`config.mk`:
```
export PLATFORM = sky130hd
export DESIGN_NAME = pwm_block
export DESIGN_NICKNAME = d
export VERILOG_FILES = /design/src/pkg/pwm_pkg.sv /design/src/pkg/tick_if.sv /design/src/hdl/pwm_block.sv /design/src/hdl/pwm_clk_div.sv
export SDC_FILE = /design/constraint.sdc
export NUM_CORES = 1
export LEC_CHECK = 0
export ABC_CLOCK_PERIOD_IN_PS = 9600
export BUFFER_PORTS_ARGS = -buffer_cell sky130_fd_sc_hd__buf_2
export CAP_MARGIN = 20
export CORE_UTILIZATION = 30
export CTS_CLUSTER_DIAMETER = 50
export DETAILED_ROUTE_END_ITERATION = 10
export GPL_ROUTABILITY_DRIVEN = 1
export PLACE_DENSITY = 0.4
export REMOVE_ABC_BUFFERS = 1
export SLEW_MARGIN = 20
export SYNTH_ARGS = -nofsm -noshare
export SYNTH_HDL_FRONTEND = slang
export SYNTH_SLANG_ARGS = --single-unit
```
`constraint.sdc`:
```
create_clock -name hclk -period 9.6 [get_ports hclk]
set_input_delay 0 -clock hclk [delete_from_list [all_inputs] [get_ports hclk]]
set_output_delay 0 -clock hclk [all_outputs]
set_load 0.005 [all_outputs]
```
`src/pkg/pwm_pkg.sv`:
```
// Purpose: constants and types shared by the four-channel pwm block
// Assumes: ahb-lite register access, 32-bit words, 4 channels
// Notes: channel registers sit at 0x200 + ch*0x20
package pwm_pkg;
    localparam int NUM_CH = 4;
    localparam int CNT_W = 16;
    // global register byte offsets
    localparam logic [11:0] OFF_CLK_DIV = 12'h000;
    localparam logic [11:0] OFF_ENA = 12'h004;
    localparam logic [11:0] OFF_DIS = 12'h008;
    localparam logic [11:0] OFF_SR = 12'h00C;
    localparam logic [11:0] OFF_IER = 12'h010;
    localparam logic [11:0] OFF_IDR = 12'h014;
    localparam logic [11:0] OFF_IMR = 12'h018;
    localparam logic [11:0] OFF_ISR = 12'h01C;
    localparam logic [11:0] OFF_CH_BASE = 12'h200;
    localparam logic [2:0] CH_MODE = 3'h0;
    localparam logic [2:0] CH_DUTY = 3'h1;
    localparam logic [2:0] CH_PERIOD = 3'h2;
    localparam logic [2:0] CH_COUNT = 3'h3;
    localparam logic [2:0] CH_UPDATE = 3'h4;
    // mode field positions
    localparam int MODE_SEL_LSB = 0;
    localparam int MODE_ALIGN_BIT = 8;
    localparam int MODE_POL_BIT = 9;
    localparam int MODE_TGT_BIT = 10;
    localparam logic [3:0] SEL_MAX_POW = 4'hA;
    localparam logic [3:0] SEL_CLK_A = 4'hB;
    localparam logic [3:0] SEL_CLK_B = 4'hC;
    // clock divider register fields
    localparam int DIVIDER_A_FACTOR_LSB = 0;
    localparam int DIVIDER_A_SOURCE_LSB = 8;
    localparam int DIVIDER_B_FACTOR_LSB = 16;
    localparam int DIVIDER_B_SOURCE_LSB = 24;
    localparam logic [31:0] RESET_ZERO = 32'h0000_0000;
    localparam logic [10:0] PRESCALE_W_ONES = 11'h7FF;
    typedef logic [CNT_W-1:0] cnt_t;
endpackage

```
`src/pkg/tick_if.sv`:
```
// Purpose: carries prescaler ticks from the clock divider to the channels
// Assumes: single clock domain
// Notes: all signals are one-cycle enables
`timescale 1ns/10ps
interface tick_if;
    logic [10:0] pow_tick;
    logic tick_a;
    logic tick_b;
    modport src (output pow_tick, output tick_a, output tick_b);
    modport dst (input pow_tick, input tick_a, input tick_b);
endinterface
```
`src/hdl/pwm_block.sv`:
```
// Purpose: four-channel pulse-width modulator with ahb-lite registers
// Assumes: 20 MHz hclk, single word accesses, OKAY responses only
// Notes: zero-wait-state slave; write data applied at data phase edge
//
// Design decisions made here: the register addresses and the AHB-Lite slave port.
`timescale 1ns/10ps
// Operation
// mask register shows per-channel interrupt enables
// period flag set on each completed period
// reading status returns flags and clears them
// select field picks power prescale or A/B
// alignment bit: 0 left, 1 centre
// polarity bit sets period start level
// target 0: update loads duty at period start
// target 1: update loads period at period start
// only low 16 bits of values used
// software keeps duty within period
// left period equals period times factor
// centre period equals twice period times factor
// counter cleared when channel enabled
// left counter clears on reaching period
// update register double-buffers changes
// divider 0 off, 1 pass, else divide
// enable write sets mask bits only
// centre counter goes up then down
// interrupt asserted on flagged unmasked channel
// output toggles on duty match, resets at start
module pwm_block
    import pwm_pkg::*;
(
    // clock and reset
    input wire logic hclk,
    input wire logic hresetn,
    // ahb-lite slave
    input wire logic hsel,
    input wire logic [11:0] haddr,
    input wire logic [1:0] htrans,
    input wire logic hwrite,
    input wire logic [2:0] hsize,
    input wire logic [31:0] hwdata,
    input wire logic hready,
    output logic [31:0] hrdata,
    output logic hreadyout,
    output logic hresp,
    // waveform and interrupt
    output logic [NUM_CH-1:0] pwm_out,
    output logic irq
);
    tick_if ticks ();

    // ======================================================
    // bus address phase capture
    logic wr_pend_q;
    logic [11:0] addr_q;
    logic [31:0] rdata_q;
    logic [31:0] clk_div_q;
    logic [NUM_CH-1:0] ena_q;
    logic [NUM_CH-1:0] mask_q;
    logic [NUM_CH-1:0] flag_q;
    logic [10:0] mode_q [NUM_CH];
    cnt_t duty_q [NUM_CH];
    cnt_t period_q [NUM_CH];
    cnt_t upd_q [NUM_CH];
    logic [NUM_CH-1:0] upd_pend_q;
    cnt_t cnt_q [NUM_CH];
    logic [NUM_CH-1:0] down_q;
    logic [NUM_CH-1:0] out_q;
    logic [NUM_CH-1:0] ch_tick;
    logic [NUM_CH-1:0] period_end;
    logic [NUM_CH-1:0] ena_set;
    logic [NUM_CH-1:0] ena_clr;
    logic take;
    logic [31:0] rd_mux;
    logic isr_read;
    logic ch_hit;
    logic [1:0] ch_idx;
    logic [2:0] ch_reg;
    logic [31:0] div_wr;
    logic [10:0] mode_wr;
    logic irq_any;

    assign take = hsel && hready && htrans[1];
    assign ch_hit = (addr_q[11:9] == 3'b001) && (addr_q[8:7] == 2'b00);
    assign ch_idx = addr_q[6:5];
    assign ch_reg = addr_q[4:2];

    // a wait state from another slave holds the captured phase in place
    // reads are taken at the address edge, so a read right behind a write to the
    // same register still returns the old value
    always_ff @(posedge hclk or negedge hresetn) begin
        if (!hresetn) begin
            wr_pend_q <= 1'b0;
            addr_q <= 12'h000;
        end else if (hready) begin
            wr_pend_q <= take && hwrite;
            addr_q <= haddr;
        end
    end

    function automatic logic wr_to(input logic w, input logic [11:0] a, input logic [11:0] off);
        wr_to = w && (a == off);
    endfunction

    // ======================================================
    // read mux, taken in address phase so data stands in data phase
    logic [1:0] ra_ch;
    logic [2:0] ra_reg;
    logic ra_chan;
    assign ra_ch = haddr[6:5];
    assign ra_reg = haddr[4:2];
    assign ra_chan = (haddr[11:9] == 3'b001) && (haddr[8:7] == 2'b00);

    always_comb begin
        rd_mux = RESET_ZERO;
        if (haddr == OFF_CLK_DIV) begin
            rd_mux = clk_div_q;
        end else if (haddr == OFF_SR) begin
            rd_mux[NUM_CH-1:0] = ena_q;
        end else if (haddr == OFF_IMR) begin
            rd_mux[NUM_CH-1:0] = mask_q;
        end else if (haddr == OFF_ISR) begin
            rd_mux[NUM_CH-1:0] = flag_q;
        end else if (ra_chan && ra_reg == CH_MODE) begin
            rd_mux[10:0] = mode_q[ra_ch];
        end else if (ra_chan && ra_reg == CH_DUTY) begin
            rd_mux[CNT_W-1:0] = duty_q[ra_ch];
        end else if (ra_chan && ra_reg == CH_PERIOD) begin
            rd_mux[CNT_W-1:0] = period_q[ra_ch];
        end else if (ra_chan && ra_reg == CH_COUNT) begin
            rd_mux[CNT_W-1:0] = cnt_q[ra_ch];
        end
    end

    // the status read clears the flags at the address edge, after the mux took them
    assign isr_read = take && !hwrite && (haddr == OFF_ISR);

    always_ff @(posedge hclk or negedge hresetn) begin
        if (!hresetn) rdata_q <= RESET_ZERO;
        else if (take && !hwrite) rdata_q <= rd_mux;
    end

    assign hrdata = rdata_q;
    assign hreadyout = 1'b1;
    assign hresp = 1'b0;

    // ======================================================
    // global control registers
    assign ena_set = wr_to(wr_pend_q, addr_q, OFF_ENA) ? hwdata[NUM_CH-1:0] : '0;
    assign ena_clr = wr_to(wr_pend_q, addr_q, OFF_DIS) ? hwdata[NUM_CH-1:0] : '0;

    // reserved bits are dropped on the way in so they always read back as zero
    assign div_wr = {4'h0, hwdata[DIVIDER_B_SOURCE_LSB+:4], hwdata[DIVIDER_B_FACTOR_LSB+:8],
        4'h0, hwdata[DIVIDER_A_SOURCE_LSB+:4], hwdata[DIVIDER_A_FACTOR_LSB+:8]};
    assign mode_wr = {hwdata[MODE_TGT_BIT], hwdata[MODE_POL_BIT], hwdata[MODE_ALIGN_BIT],
        4'h0, hwdata[MODE_SEL_LSB+:4]};

    always_ff @(posedge hclk or negedge hresetn) begin
        if (!hresetn) begin
            clk_div_q <= RESET_ZERO;
            ena_q <= '0;
            mask_q <= '0;
        end else begin
            if (wr_to(wr_pend_q, addr_q, OFF_CLK_DIV)) clk_div_q <= div_wr;
            ena_q <= (ena_q & ~ena_clr) | ena_set;
            if (wr_to(wr_pend_q, addr_q, OFF_IER)) begin
                mask_q <= mask_q | hwdata[NUM_CH-1:0];
            end else if (wr_to(wr_pend_q, addr_q, OFF_IDR)) begin
                mask_q <= mask_q & ~hwdata[NUM_CH-1:0];
            end
        end
    end

    // ======================================================
    // interrupt flags
    // flags: a period end in the clearing cycle survives the clear
    always_ff @(posedge hclk or negedge hresetn) begin
        if (!hresetn) begin
            flag_q <= '0;
        end else begin
            flag_q <= (isr_read ? '0 : flag_q) | period_end;
        end
    end

    // irq trails the flag by one cycle so the output comes straight from a flop
    assign irq_any = |(flag_q & mask_q);
    always_ff @(posedge hclk or negedge hresetn) begin
        if (!hresetn) irq <= 1'b0;
        else irq <= irq_any;
    end

    // ======================================================
    // prescaler and dividers a and b
    pwm_clk_div u_div (
        .hclk(hclk),
        .hresetn(hresetn),
        .div_a(clk_div_q[DIVIDER_A_FACTOR_LSB+:8]),
        .src_a(clk_div_q[DIVIDER_A_SOURCE_LSB+:4]),
        .div_b(clk_div_q[DIVIDER_B_FACTOR_LSB+:8]),
        .src_b(clk_div_q[DIVIDER_B_SOURCE_LSB+:4]),
        .ticks(ticks.src)
    );

    // ======================================================
    // channels
    genvar c;
    generate
        for (c = 0; c < NUM_CH; c++) begin : g_ch
            logic [3:0] sel;
            logic align;
            logic pol;
            logic tgt;
            logic wr_ch;
            logic at_top;
            logic at_zero;
            logic wr_mode;
            logic wr_duty;
            logic wr_period;
            logic wr_upd;
            assign sel = mode_q[c][MODE_SEL_LSB+:4];
            assign align = mode_q[c][MODE_ALIGN_BIT];
            assign pol = mode_q[c][MODE_POL_BIT];
            assign tgt = mode_q[c][MODE_TGT_BIT];
            assign wr_ch = wr_pend_q && ch_hit && (ch_idx == 2'(c));
            // one strobe per writable channel register (count has none), all from the data-phase edge
            assign wr_mode = wr_ch && (ch_reg == CH_MODE);
            assign wr_duty = wr_ch && (ch_reg == CH_DUTY);
            assign wr_period = wr_ch && (ch_reg == CH_PERIOD);
            assign wr_upd = wr_ch && (ch_reg == CH_UPDATE);
            // reserved select codes leave the counter stopped
            assign ch_tick[c] = ena_q[c] && (
                (sel <= SEL_MAX_POW) ? ticks.pow_tick[sel] :
                (sel == SEL_CLK_A) ? ticks.tick_a :
                (sel == SEL_CLK_B) ? ticks.tick_b : 1'b0);
            assign at_top = (cnt_q[c] + 16'h0001 >= period_q[c]);
            assign at_zero = (cnt_q[c] <= 16'h0001);
            // left: counts 0..period-1, period ticks per cycle
            // centre: counts up to period, back down to 0
            assign period_end[c] = ch_tick[c] &&
                (align ? (down_q[c] && at_zero) : at_top);

            always_ff @(posedge hclk or negedge hresetn) begin
                if (!hresetn) begin
                    mode_q[c] <= 11'h000;
                    duty_q[c] <= 16'h0000;
                    period_q[c] <= 16'h0000;
                    upd_q[c] <= 16'h0000;
                    upd_pend_q[c] <= 1'b0;
                end else begin
                    if (wr_mode) mode_q[c] <= mode_wr;
                    if (wr_duty) duty_q[c] <= hwdata[CNT_W-1:0];
                    if (wr_period) period_q[c] <= hwdata[CNT_W-1:0];
                    // a second update before the period ends replaces the first
                    if (wr_upd) begin
                        upd_q[c] <= hwdata[CNT_W-1:0];
                        upd_pend_q[c] <= 1'b1;
                    end else if (period_end[c] && upd_pend_q[c]) begin
                        upd_pend_q[c] <= 1'b0;
                        if (tgt) period_q[c] <= upd_q[c];
                        else duty_q[c] <= upd_q[c];
                    end
                end
            end

            // left mode wraps at period-1 so the period is exact; the trade is that
            // the count never reads back as the period value itself
            always_ff @(posedge hclk or negedge hresetn) begin
                if (!hresetn) begin
                    cnt_q[c] <= 16'h0000;
                    down_q[c] <= 1'b0;
                end else if (ena_set[c]) begin
                    cnt_q[c] <= 16'h0000;
                    down_q[c] <= 1'b0;
                end else if (ch_tick[c]) begin
                    if (!align) begin
                        cnt_q[c] <= at_top ? 16'h0000 : cnt_q[c] + 16'h0001;
                        down_q[c] <= 1'b0;
                    end else if (!down_q[c]) begin
                        cnt_q[c] <= cnt_q[c] + 16'h0001;
                        down_q[c] <= at_top;
                    end else begin
                        cnt_q[c] <= cnt_q[c] - 16'h0001;
                        down_q[c] <= !at_zero;
                    end
                end
            end

            // start level at period start, opposite once counter reaches duty
            // a disabled channel rests at its start level
            always_ff @(posedge hclk or negedge hresetn) begin
                if (!hresetn) begin
                    out_q[c] <= 1'b0;
                end else if (!ena_q[c]) begin
                    out_q[c] <= pol;
                end else if (cnt_q[c] == 16'h0000 && !down_q[c]) begin
                    out_q[c] <= (duty_q[c] == 16'h0000) ? !pol : pol;
                end else if (cnt_q[c] >= duty_q[c]) begin
                    out_q[c] <= !pol;
                end else begin
                    out_q[c] <= pol;
                end
            end
        end
    endgenerate

    assign pwm_out = out_q;
endmodule

```
`src/hdl/pwm_clk_div.sv`:
```
// Purpose: master clock prescaler and the two programmable dividers
// Assumes: one clock, ticks are one-cycle enables
// Notes: bit k of pow_tick pulses once every 2**k cycles
`timescale 1ns/10ps
module pwm_clk_div
    import pwm_pkg::*;
(
    // clock and reset
    input wire logic hclk,
    input wire logic hresetn,
    // divider settings
    input wire logic [7:0] div_a,
    input wire logic [3:0] src_a,
    input wire logic [7:0] div_b,
    input wire logic [3:0] src_b,
    // ticks out
    tick_if.src ticks
);
    logic [9:0] pre_q;
    logic [7:0] cnt_a_q;
    logic [7:0] cnt_b_q;
    logic [10:0] pow;
    logic src_a_tick;
    logic src_b_tick;

    // ======================================================
    // prescaler
    always_ff @(posedge hclk or negedge hresetn) begin
        if (!hresetn) pre_q <= 10'h000;
        else pre_q <= pre_q + 10'h001;
    end

    assign pow[0] = 1'b1;
    genvar k;
    generate
        for (k = 1; k < 11; k++) begin : g_pow
            assign pow[k] = (pre_q[k-1:0] == {k{1'b1}});
        end
    endgenerate
    assign ticks.pow_tick = pow;

    function automatic logic pick(input logic [10:0] p, input logic [3:0] s);
        pick = (s <= SEL_MAX_POW) ? p[s] : 1'b0;
    endfunction

    assign src_a_tick = pick(pow, src_a);
    assign src_b_tick = pick(pow, src_b);

    // ======================================================
    // dividers: factor 0 stops the clock, 1 passes the source through
    always_ff @(posedge hclk or negedge hresetn) begin
        if (!hresetn) begin
            cnt_a_q <= 8'h00;
            cnt_b_q <= 8'h00;
        end else begin
            if (src_a_tick) cnt_a_q <= (cnt_a_q + 8'h01 >= div_a) ? 8'h00 : cnt_a_q + 8'h01;
            if (src_b_tick) cnt_b_q <= (cnt_b_q + 8'h01 >= div_b) ? 8'h00 : cnt_b_q + 8'h01;
        end
    end
    assign ticks.tick_a = src_a_tick && (div_a != 8'h00) && (cnt_a_q + 8'h01 >= div_a);
    assign ticks.tick_b = src_b_tick && (div_b != 8'h00) && (cnt_b_q + 8'h01 >= div_b);
endmodule

```
Word-level counts from Yosys, hierarchy flattened
Cells that the tools add are included.
W data, S select, Z words.
Word-level totals
  flip-flop bits (word level): 404
  output and inout bits: 39
  logic and storage cells: 380
Operators by class
  add/sub/neg operators: 11
  magnitude comparators: 27
  eq/ne operators: 35
  mux-type cells: 154
  bitwise gates (word level): 9
  reductions and logical operators: 101
Operators with widths (count)
  $mux W16: 62
  $ge A16 B16 Y1: 8
  $logic_not A16 Y1: 8
  $bmux W16 S2: 3
  $add A16 B1 Y16 const B: 4
  $le A16 B1 Y1 const B: 4
  $mux W1: 64
  $sub A16 B1 Y16 const B: 4
  $logic_and A1 B1 Y1: 61
  $eq A12 B5 Y1 const B: 4
  $mux W12: 4
  $eq A4 B4 Y1 const B: 9
  $mux W11: 3
  $mux W4: 8
  $lt A4 B5 Y1 const B: 6
  $bmux W1 S4: 6
  $eq A12 B4 Y1 const B: 2
  $le A4 B4 Y1 const B: 6
  $logic_not A12 Y1: 2
  $bmux W11 S2: 1
  $reduce_bool A2 Y1: 9
  $add A8 B1 Y8 const B: 2
  $ge A8 B8 Y1: 2
  $mux W8: 2
  24 further kinds: 53

Logic depth before layout (Yosys ltp)
Gate-level depths: netlist of the first run.
  depth after elaboration: 14
  gate-level depth with buffers: 18

Modules after synthesis
From an unflattened synthesis of the first run, not the netlist that was laid out.
Second synthesis, totals
  cells, all modules: 2562
  area total of the unflattened synthesis: 26814.5 um^2
Modules (own cells, without submodules)
  pwm_block: times used 1, cells an instance 2352, area an instance 24697.4 um^2
  pwm_clk_div: times used 1, cells an instance 210, area an instance 2117.0 um^2

Least setup slack after synthesis of the first run
OpenSTA, ideal clock, no wires.
  kind: flip-flop to flip-flop
  from: register cnt_q[1] in the netlist's numbering
  to: register period_q[10] in the netlist's numbering
  library setup time: 0.125 ns
  arrival time: 4.184 ns
  data required time: 9.475 ns
  setup slack: 5.291 ns
  stages on the path, launching flop included: 15
  path buffers: 2
  clock period less this slack: 4.309 ns
  cell sequence: dfrtp_1 > ha_1 > and3_1 > clkbuf_1 > nand3_1 > nor2_1 > xnor2_1 > inv_1 > ha_1 > a2111oi_0 > nor2b_1 > a2111oi_1 > o211ai_1 > clkbuf_1 > mux2_2
On the way
  cells in the longest elaborated chain, start to end: 7
  elaborated cells on any way between the ends: 9
  those cells by class: add/sub: 1; order compare: 2; mux: 3; reduce/logical: 3
Ends and longest elaborated chain
  from (decl): RTL line pwm_block.sv:65  | cnt_t cnt_q [NUM_CH];
  from (signal, indexed assignment): RTL line pwm_block.sv:275  | cnt_q[c] <= at_top ? 16'h0000 : cnt_q[c] + 16'h0001;
  from (signal, indexed assignment): RTL line pwm_block.sv:278  | cnt_q[c] <= cnt_q[c] + 16'h0001;
  from (signal, indexed assignment): RTL line pwm_block.sv:281  | cnt_q[c] <= cnt_q[c] - 16'h0001;
  $add A16 B1 Y16 or $le A16 B1 Y1 (tied branches): RTL line pwm_block.sv:234, pwm_block.sv:235
  $ge A16 B16 Y1 or $logic_and A1 B1 Y1 (tied branches): RTL line pwm_block.sv:234, pwm_block.sv:239
  $mux W1 (*): RTL line pwm_block.sv:239  | (align ? (down_q[c] && at_zero) : at_top);
  $logic_and A1 B1 Y1 (*): RTL line pwm_block.sv:238  | assign period_end[c] = ch_tick[c] &&
  $logic_and A1 B1 Y1 (*): RTL line pwm_block.sv:256  | end else if (period_end[c] && upd_pend_q[c]) begin
  $mux W16 (*): RTL line pwm_block.sv:256
  $mux W16 (*): RTL line pwm_block.sv:253  | if (wr_upd) begin
  to (signal, indexed assignment): RTL line pwm_block.sv:251  | if (wr_period) period_q[c] <= hwdata[CNT_W-1:0];
  to (signal, indexed assignment): RTL line pwm_block.sv:258  | if (tgt) period_q[c] <= upd_q[c];
  to (decl): RTL line pwm_block.sv:62  | cnt_t period_q [NUM_CH];
Every way passes the cells marked *; elsewhere a longest branch is shown, timed or not.
A chain may end at the register's enable or synchronous reset.

Final worst setup path of the first run
  from: register u_div.pre_q[0]
  to: register period_q[58] in the netlist's numbering
On the way
  cells in the longest elaborated chain, start to end: 14
  elaborated cells on any way between the ends: 29
  those cells by class: eq/ne: 9; mux: 13; reduce/logical: 7
Ends and longest elaborated chain
  from (decl): RTL line pwm_clk_div.sv:19  | logic [9:0] pre_q;
  from (signal assigned): RTL line pwm_clk_div.sv:30  | else pre_q <= pre_q + 10'h001;
  $eq A10 B10 Y1, or another cell as far along: RTL line pwm_clk_div.sv:37  | assign pow[k] = (pre_q[k-1:0] == {k{1'b1}});
  $bmux W1 S4: RTL line pwm_clk_div.sv:43  | pick = (s <= SEL_MAX_POW) ? p[s] : 1'b0;
  $mux W1 (implied by the code): RTL line pwm_clk_div.sv:43
  $mux W1: RTL line pwm_clk_div.sv:43
  $logic_and A1 B1 Y1 (2 in series): RTL line pwm_clk_div.sv:61  | assign ticks.tick_b = src_b_tick && (div_b != 8'h00) && (cnt_b_q + 8'h01 >= div_b);
  $mux W1: RTL line pwm_block.sv:233  | (sel == SEL_CLK_B) ? ticks.tick_b : 1'b0);
  $mux W1: RTL line pwm_block.sv:232  | (sel == SEL_CLK_A) ? ticks.tick_a :
  $mux W1 (*): RTL line pwm_block.sv:231  | (sel <= SEL_MAX_POW) ? ticks.pow_tick[sel] :
  $logic_and A1 B1 Y1 (*): RTL line pwm_block.sv:230  | assign ch_tick[c] = ena_q[c] && (
  $logic_and A1 B1 Y1 (*): RTL line pwm_block.sv:238
  $logic_and A1 B1 Y1 (*): RTL line pwm_block.sv:256
  $mux W16 (*): RTL line pwm_block.sv:256
  $mux W16 (*): RTL line pwm_block.sv:253
Every way passes the cells marked *; elsewhere a longest branch is shown, timed or not. The select of a mux whose other input is x is not followed.

==> results of run 1 <==
[logic make-up (layout without fill, tap and decap cells)]
family / after synthesis / count (layout) / synth area share
buffers and inverters: 403 / 505 / 0.0586
other: 2 / 7 / 0.000275
flip-flops: 400 / 400 / 0.367
multiplexers: 333 / 333 / 0.160
AO/OA/AOI/OAI: 631 / 631 / 0.143
AND/OR/NAND/NOR: 867 / 867 / 0.156
adder cells (fa/ha/maj): 166 / 166 / 0.0762
XOR/XNOR: 123 / 123 / 0.0395
[worst reg2reg max path: stages, from the launching register on]
cell      delay [ps]
dfrtp_1          560
ha_1             520
nand4_2          210
or2_2            400
inv_1            100
ha_1             310
mux2i_1          120
a311oi_1         300
a32o_1           760
and3_1           330
o211a_1          710
and4_1          1010
mux2_2           430
[sequential cells by signal, summed over array words and instances, names as in the netlist, 8 cells and up, named ones only]
| register | cells |
|---|---|
| addr_q | 12 |
| u_div.cnt_a_q | 8 |
| hrdata | 28 |
| cnt_q | 64 |
| duty_q | 64 |
| clk_div_q | 24 |
| u_div.pre_q | 10 |
| period_q | 64 |
| u_div.cnt_b_q | 8 |
| g_ch.sel | 16 |
| upd_q | 64 |
[metrics by stage]
step / power, mW / setup slack, ps / instance area, um2
6_report: 5.67 / 3730 / 31800
5_1_grt: 5.94 / 3300 / 31800
3_3_place_gp: 2.90 / 3790 / 28700
2_1_floorplan: 2.53 / 4760 / 26400
4_1_cts: 5.75 / 3700 / 31800
3_5_place_dp: 2.92 / 3730 / 28700
[layout by cell type, fill, tap and decap left out, drive strengths merged, types with 12 or more instances in the layout]
master / n
a22oi: 17
a21o: 28
or4: 26
clkinv: 19
a21oi: 108
dfrtp: 400
nand3b: 15
nand2b: 27
o22ai: 12
clkbuf: 99
clkinvlp: 12
or3: 12
ha: 166
xnor2: 77
mux2i: 34
nor2b: 24
buf: 124
nor4: 32
a211oi: 43
mux4: 54
dlygate4sd3: 47
nand3: 64
nand4: 31
nor3: 57
a31oi: 29
nor2: 150
and3: 20
mux2: 245
o21ai: 272
nand2: 351
xor2: 46
inv: 199
[routing by layer]
| layer | part of all wire | track usage |
|---|---|---|
| met5 | 0.00011 | 0 |
| met4 | 0.028 | 0.0680 |
| met3 | 0.051 | 0.0346 |
| met2 | 0.46 | 0.377 |
| met1 | 0.46 | 0.324 |
[where the power goes]
group | internal (mW) | switching (mW)
sequential | 1.77 | 0.237
clock | 1.75 | 1.02
combinational | 0.394 | 0.511
[repair_timing]
item,in CTS,in global routing
hold buffers,48,0
setup endpoints to repair,0,0
endpoints found under the hold margin,167,0
[final cells by class]
class                           count  area (um2)
Antenna cell                        1        2.50
Clock buffer                       99        2160
Clock inverter                     45         467
Fill cell                        9177       58200
Inverter                          190         713
Multi-Input combinational cell   2126       15800
Sequential cell                   400       10000
Tap cell                         1176        1470
Timing Repair Buffer              171        1240
[final timing paths]
| kind | startpoint | end | slack [ps] | cells after the start |
|---|---|---|---|---|
| max in group asynchronous | hresetn | pwm_out[3]$_DFF_PN0_ | 7750 | 4 |
| hold reg to reg | hrdata[22]$_DFFE_PN0P_ | hrdata[22]$_DFFE_PN0P_ | 470 | 2 |
| min in group hclk | hwdata[11] | upd_q[11]$_DFFE_PN0P_ | 60 | 2 |
| setup / recovery | u_div.pre_q[0]$_DFF_PN0_ | period_q[58]$_DFF_PN0_ | 3730 | 12 |
| hold / removal | hresetn | u_div.pre_q[6]$_DFF_PN0_ | 4 | 3 |
| setup reg to reg | u_div.pre_q[0]$_DFF_PN0_ | period_q[58]$_DFF_PN0_ | 3730 | 12 |
==> results_dict.tcl, run 1 <==
set metrics [dict create \
    setup_viol 0 \
    gp_congestion 0.892 \
    ir_worst_vdd_mv 0.135 \
    wl_per_cell_um 25.5 \
    area_growth_pct 16.7 \
    critPathBufInv 1 \
    period_needed_ps 5870 \
    yosys_most_used_dff "dfrtp_1" \
    grt.overflow.total 0 \
    yosysWarnings 0 \
    clk_pin_slew_ps 50 \
    numCtsBuffers 78 \
    numPortBuffers 78 \
    synth_common_cells "dfrtp_1 (400), nand2_1 (351), o21ai_0 (268)" \
    worst_pin_slew_ps 1140 \
    fmax_mhz 170 \
    die_w_um 303 \
    cpPeakStageDelay_ps 1000 \
    synth_enable_flop_cells 0 \
    cts_setup_buffers 0 \
    drive_gt1_frac 0.200 \
    grt_pass1_vias 22600 \
    cp_slowest_cell "and4_1" \
    ys_seq_area_frac 0.367 \
    holdWs_ps 4.49 \
    synth_top_area_cell "dfrtp_1" \
    start_util 0.303 \
    max-cap-violations 0 \
    rows 110 \
    required_ps 10100 \
    drc_errors 0 \
    p_leak_nw 13.9 \
    crit_family "simple AND/OR/NAND/NOR gates" \
    routed_via_density 5.43 \
    powerDensity_nw_per_um2 178 \
    postRouteAntennaNets 0 \
    fin_util 0.354 \
    yosys-top-cells-area "dfrtp_1 (37%), mux2_2 (9.7%), ha_1 (7.6%)" \
    grt_usage 0.234 \
    netlist.area_leader.share 0.367 \
    rsz0062_at_grt "no" \
    die_area_um2 92100 \
    relSlewSlack 0.233 \
    finalHoldViolCount 0 \
    synth_area_per_cell_um2 9.32 \
    cts-root-buf "clkbuf_16" \
    fin_tns_setup_ps 0 \
    nNetsFinal 3187 \
    status "completed" \
    core_um2 90000 \
    cts_tree "yes" \
    synth_cell_type_count 87 \
    ys_ff_latch 400 \
    wirelength_um 107000 \
    hold_class "in -> async" \
    cp_data_arrival_time_ps 6370 \
    hpwl_um 77800 \
    end_kind "flop" \
    clkLatencyLatePin_ps 630 \
    cts_htree_levels 3 \
    ys_async_sr_fraction 1.00 \
    finClkSkew_ps 31.7 \
    cts_buffer_depth 3 \
    finalNonFillerCells 4208 \
    vias 22800 \
    antenna_found_initial 4 \
    grt_max_degree 73 \
    dp.cells 4015 \
    cts_resized 0 \
    drt_iter0_markers 1916 \
    cpMostUsedCell "ha_1" \
    path_max_fanout 24 \
    netlist_area_um2 27300 \
    die_h_um 303 \
    yosysMostFrequentCell "dfrtp_1" \
    path_cells "ha_1 > nand4_2 > or2_2 > inv_1 > ha_1 > mux2i_1 > a311oi_1 > a32o_1 > and3_1 > o211a_1 > and4_1 > mux2_2" \
    dr.pass1.iters 5 \
    io-pin-count 93 \
    post-route-period-util 0.612 \
    cts_num_sinks 400 \
    synthCells 2925 \
    grt_pass1_wl_um 158000 \
    crit_type "reg -> reg" \
    crit_path_start_kind "flop" \
    final_max_slew_viol_count 0 \
]
Note: power is estimated with default switching activity, not from simulation.
==> inputs of run 2 (changes only) <==
--- a/config.mk
+++ b/config.mk
@@ -5,14 +5,14 @@
 export SDC_FILE = /design/constraint.sdc
 export NUM_CORES = 1
 export LEC_CHECK = 0
-export ABC_CLOCK_PERIOD_IN_PS = 9600
+export ABC_CLOCK_PERIOD_IN_PS = 4900
 export BUFFER_PORTS_ARGS = -buffer_cell sky130_fd_sc_hd__buf_2
 export CAP_MARGIN = 20
 export CORE_UTILIZATION = 30
 export CTS_CLUSTER_DIAMETER = 50
 export DETAILED_ROUTE_END_ITERATION = 10
 export GPL_ROUTABILITY_DRIVEN = 1
-export PLACE_DENSITY = 0.4
+export PLACE_DENSITY = 0.42
 export REMOVE_ABC_BUFFERS = 1
 export SLEW_MARGIN = 20
 export SYNTH_ARGS = -nofsm -noshare
==> constraint.sdc (replaced) <==
create_clock -name hclk -period 4.9 [get_ports hclk]
set_input_delay 0 -clock hclk [delete_from_list [all_inputs] [get_ports hclk]]
set_output_delay 0 -clock hclk [all_outputs]
set_load 0.005 [all_outputs]
==> results_dict.tcl, run 2 (same netlist as run 1, synthesis figures left out) <==
set metrics [dict create \
    status "completed" \
    cts_buffer_depth 3 \
    final_area_um2 32300 \
    finalNonFillerCells 4267 \
    fmax_mhz 227 \
    setup_viol 0 \
    power.share.switching 0.313 \
    antenna_found_initial 4 \
    hold_class "in -> reg" \
    p_sw_mw 3.53 \
    drc_errors 0 \
    final_max_slew_viol_count 0 \
    grt.overflow.total 0 \
    grt_pass1_wl_um 157000 \
    rows 110 \
    core_um2 90000 \
    pwr-share-comb 0.185 \
    grt_pass1_vias 23000 \
    wl_per_cell_um 25.1 \
    numCtsBuffers 75 \
    p_leak_nw 14.2 \
    die_area_um2 92100 \
    cts_resized 0 \
    power_frac_clock 0.482 \
    area_growth_pct 18.4 \
    crit_path_start_kind "flop" \
    grt_usage 0.233 \
    relSlewSlack 0.216 \
    numPortBuffers 78 \
    rsz0062_at_grt "no" \
    dpl_cell_area_um2 29200 \
    cts-root-buf "clkbuf_16" \
    gp_congestion 0.919 \
    die_w_um 303 \
    start_util 0.303 \
    finalHoldViolCount 0 \
    powerDensity_nw_per_um2 349 \
    seq_power_share 0.333 \
    n_antenna_cell 0 \
    die_h_um 303 \
    worst_pin_slew_ps 1170 \
    fin_tns_setup_ps 0 \
    intPower_mw 7.74 \
    dr.pass1.iters 7 \
    end_kind "flop" \
    crit_type "reg -> reg" \
    grt_max_degree 128 \
    cp_data_arrival_time_ps 4960 \
    io-pin-count 93 \
    cts_htree_levels 3 \
    wirelength_um 107000 \
    drive_gt1_frac 0.215 \
    ir_worst_vdd_mv 0.238 \
    post-route-period-util 0.899 \
    dp.cells 4083 \
    vias 23400 \
    holdWs_ps 34.0 \
    postRouteAntennaNets 0 \
    clk_pin_slew_ps 50 \
    fin_util 0.359 \
    cts_num_sinks 400 \
    nNetsFinal 3251 \
    drt_iter0_markers 2141 \
    final_cell_mix "dfrtp_1 (400), nand2_1 (351), o21ai_0 (268)" \
    routed_via_density 5.49 \
    clkLatencyLatePin_ps 660 \
    required_ps 5450 \
    cts_tree "yes" \
    hpwl_um 78500 \
    max-cap-violations 0 \
    layout_commonest_cell "dfrtp_1" \
    period_needed_ps 4400 \
    path_max_fanout 7 \
    finClkSkew_ps 48.7 \
]
run 2: cell types whose count changed in the layout (fill, tap and decap cells not counted), moves of 3 or more:
| cell | change |
|---|---|
| nor2_1 | +3 |
| buf_4 | +66 |
| bufinv_16 | +3 |
| clkbuf_16 | -3 |
| clkbuf_8 | -6 |
| clkinvlp_4 | -4 |
| inv_6 | +5 |
| buf_12 | +3 |
| nor2_2 | -3 |
| clkinv_4 | -3 |
run 2: power groups by stage:
stage | registers (mW) | clock network, mW | logic [mW]
finish | 3.75 | 5.43 | 2.09
global placement | 3.80 | 0 | 1.99
floorplan | 3.75 | 0 | 1.20
detailed placement | 3.80 | 0 | 2.05
global route | 3.77 | 5.68 | 2.32
CTS | 3.75 | 5.53 | 2.10
run 2: layout make-up:
class,count,area (um2)
Clock buffer,89,2000
Clock inverter,48,587
Fill cell,9114,57700
Inverter,190,713
Multi-Input combinational cell,2126,15700
Sequential cell,400,10000
Tap cell,1176,1470
Timing Repair Buffer,238,1760
run 2: per-stage QoR:
| step | setup WS [ps] | total power [mW] |
|---|---|---|
| after floorplan | 59.4 | 4.95 |
| after global placement | 511 | 5.79 |
| final | 495 | 11.3 |
| after CTS | 469 | 11.4 |
| after global routing | 119 | 11.8 |
| after detailed placement | 492 | 5.85 |
run 2: per-layer routing:
layer | vias to the layer above | GRT usage | part of all wire | wire, um
met5 | - | 0 | 0.00036 | 38
met1 | 11800 | 0.319 | 0.45 | 48500
li1 | 10700 | - | - | -
met4 | 6 | 0.0771 | 0.032 | 3410
met3 | 190 | 0.0363 | 0.055 | 5870
met2 | 732 | 0.374 | 0.46 | 49100
run 2: path summary, 6_finish.rpt:
kind,cells past startpoint,to,slack [ps],start
hold reg to reg,2,hrdata[9]$_DFFE_PN0P_,470,hrdata[9]$_DFFE_PN0P_
setup reg to reg,15,cnt_q[39]$_DFFE_PN0P_,500,cnt_q[41]$_DFFE_PN0P_
setup / recovery,15,cnt_q[39]$_DFFE_PN0P_,500,cnt_q[41]$_DFFE_PN0P_
max in group asynchronous,3,cnt_q[10]$_DFFE_PN0P_,3530,hresetn
min in group asynchronous,2,u_div.pre_q[0]$_DFF_PN0_,50,hresetn
hold / removal,2,addr_q[5]$_DFFE_PN0P_,30,haddr[5]
run 2: critical path, cell delays in order (launching register included):
cell	delay, ps
dfrtp_1	580
nand4_1	210
nor3_1	380
nand3_1	160
nor2_1	150
xor2_1	240
ha_1	290
a2111oi_0	410
buf_4	200
nand2_1	40
a2111oi_0	430
nor2_1	140
nand2_1	240
nand2_1	220
or4_1	460
a31oi_1	180
run 2: repair_timing:
action | 4_1_cts | 5_1_grt
hold endpoints to repair | 188 | 0
hold buffers | 47 | 0
setup buffers | 0 | 0
setup endpoints to repair | 0 | 0
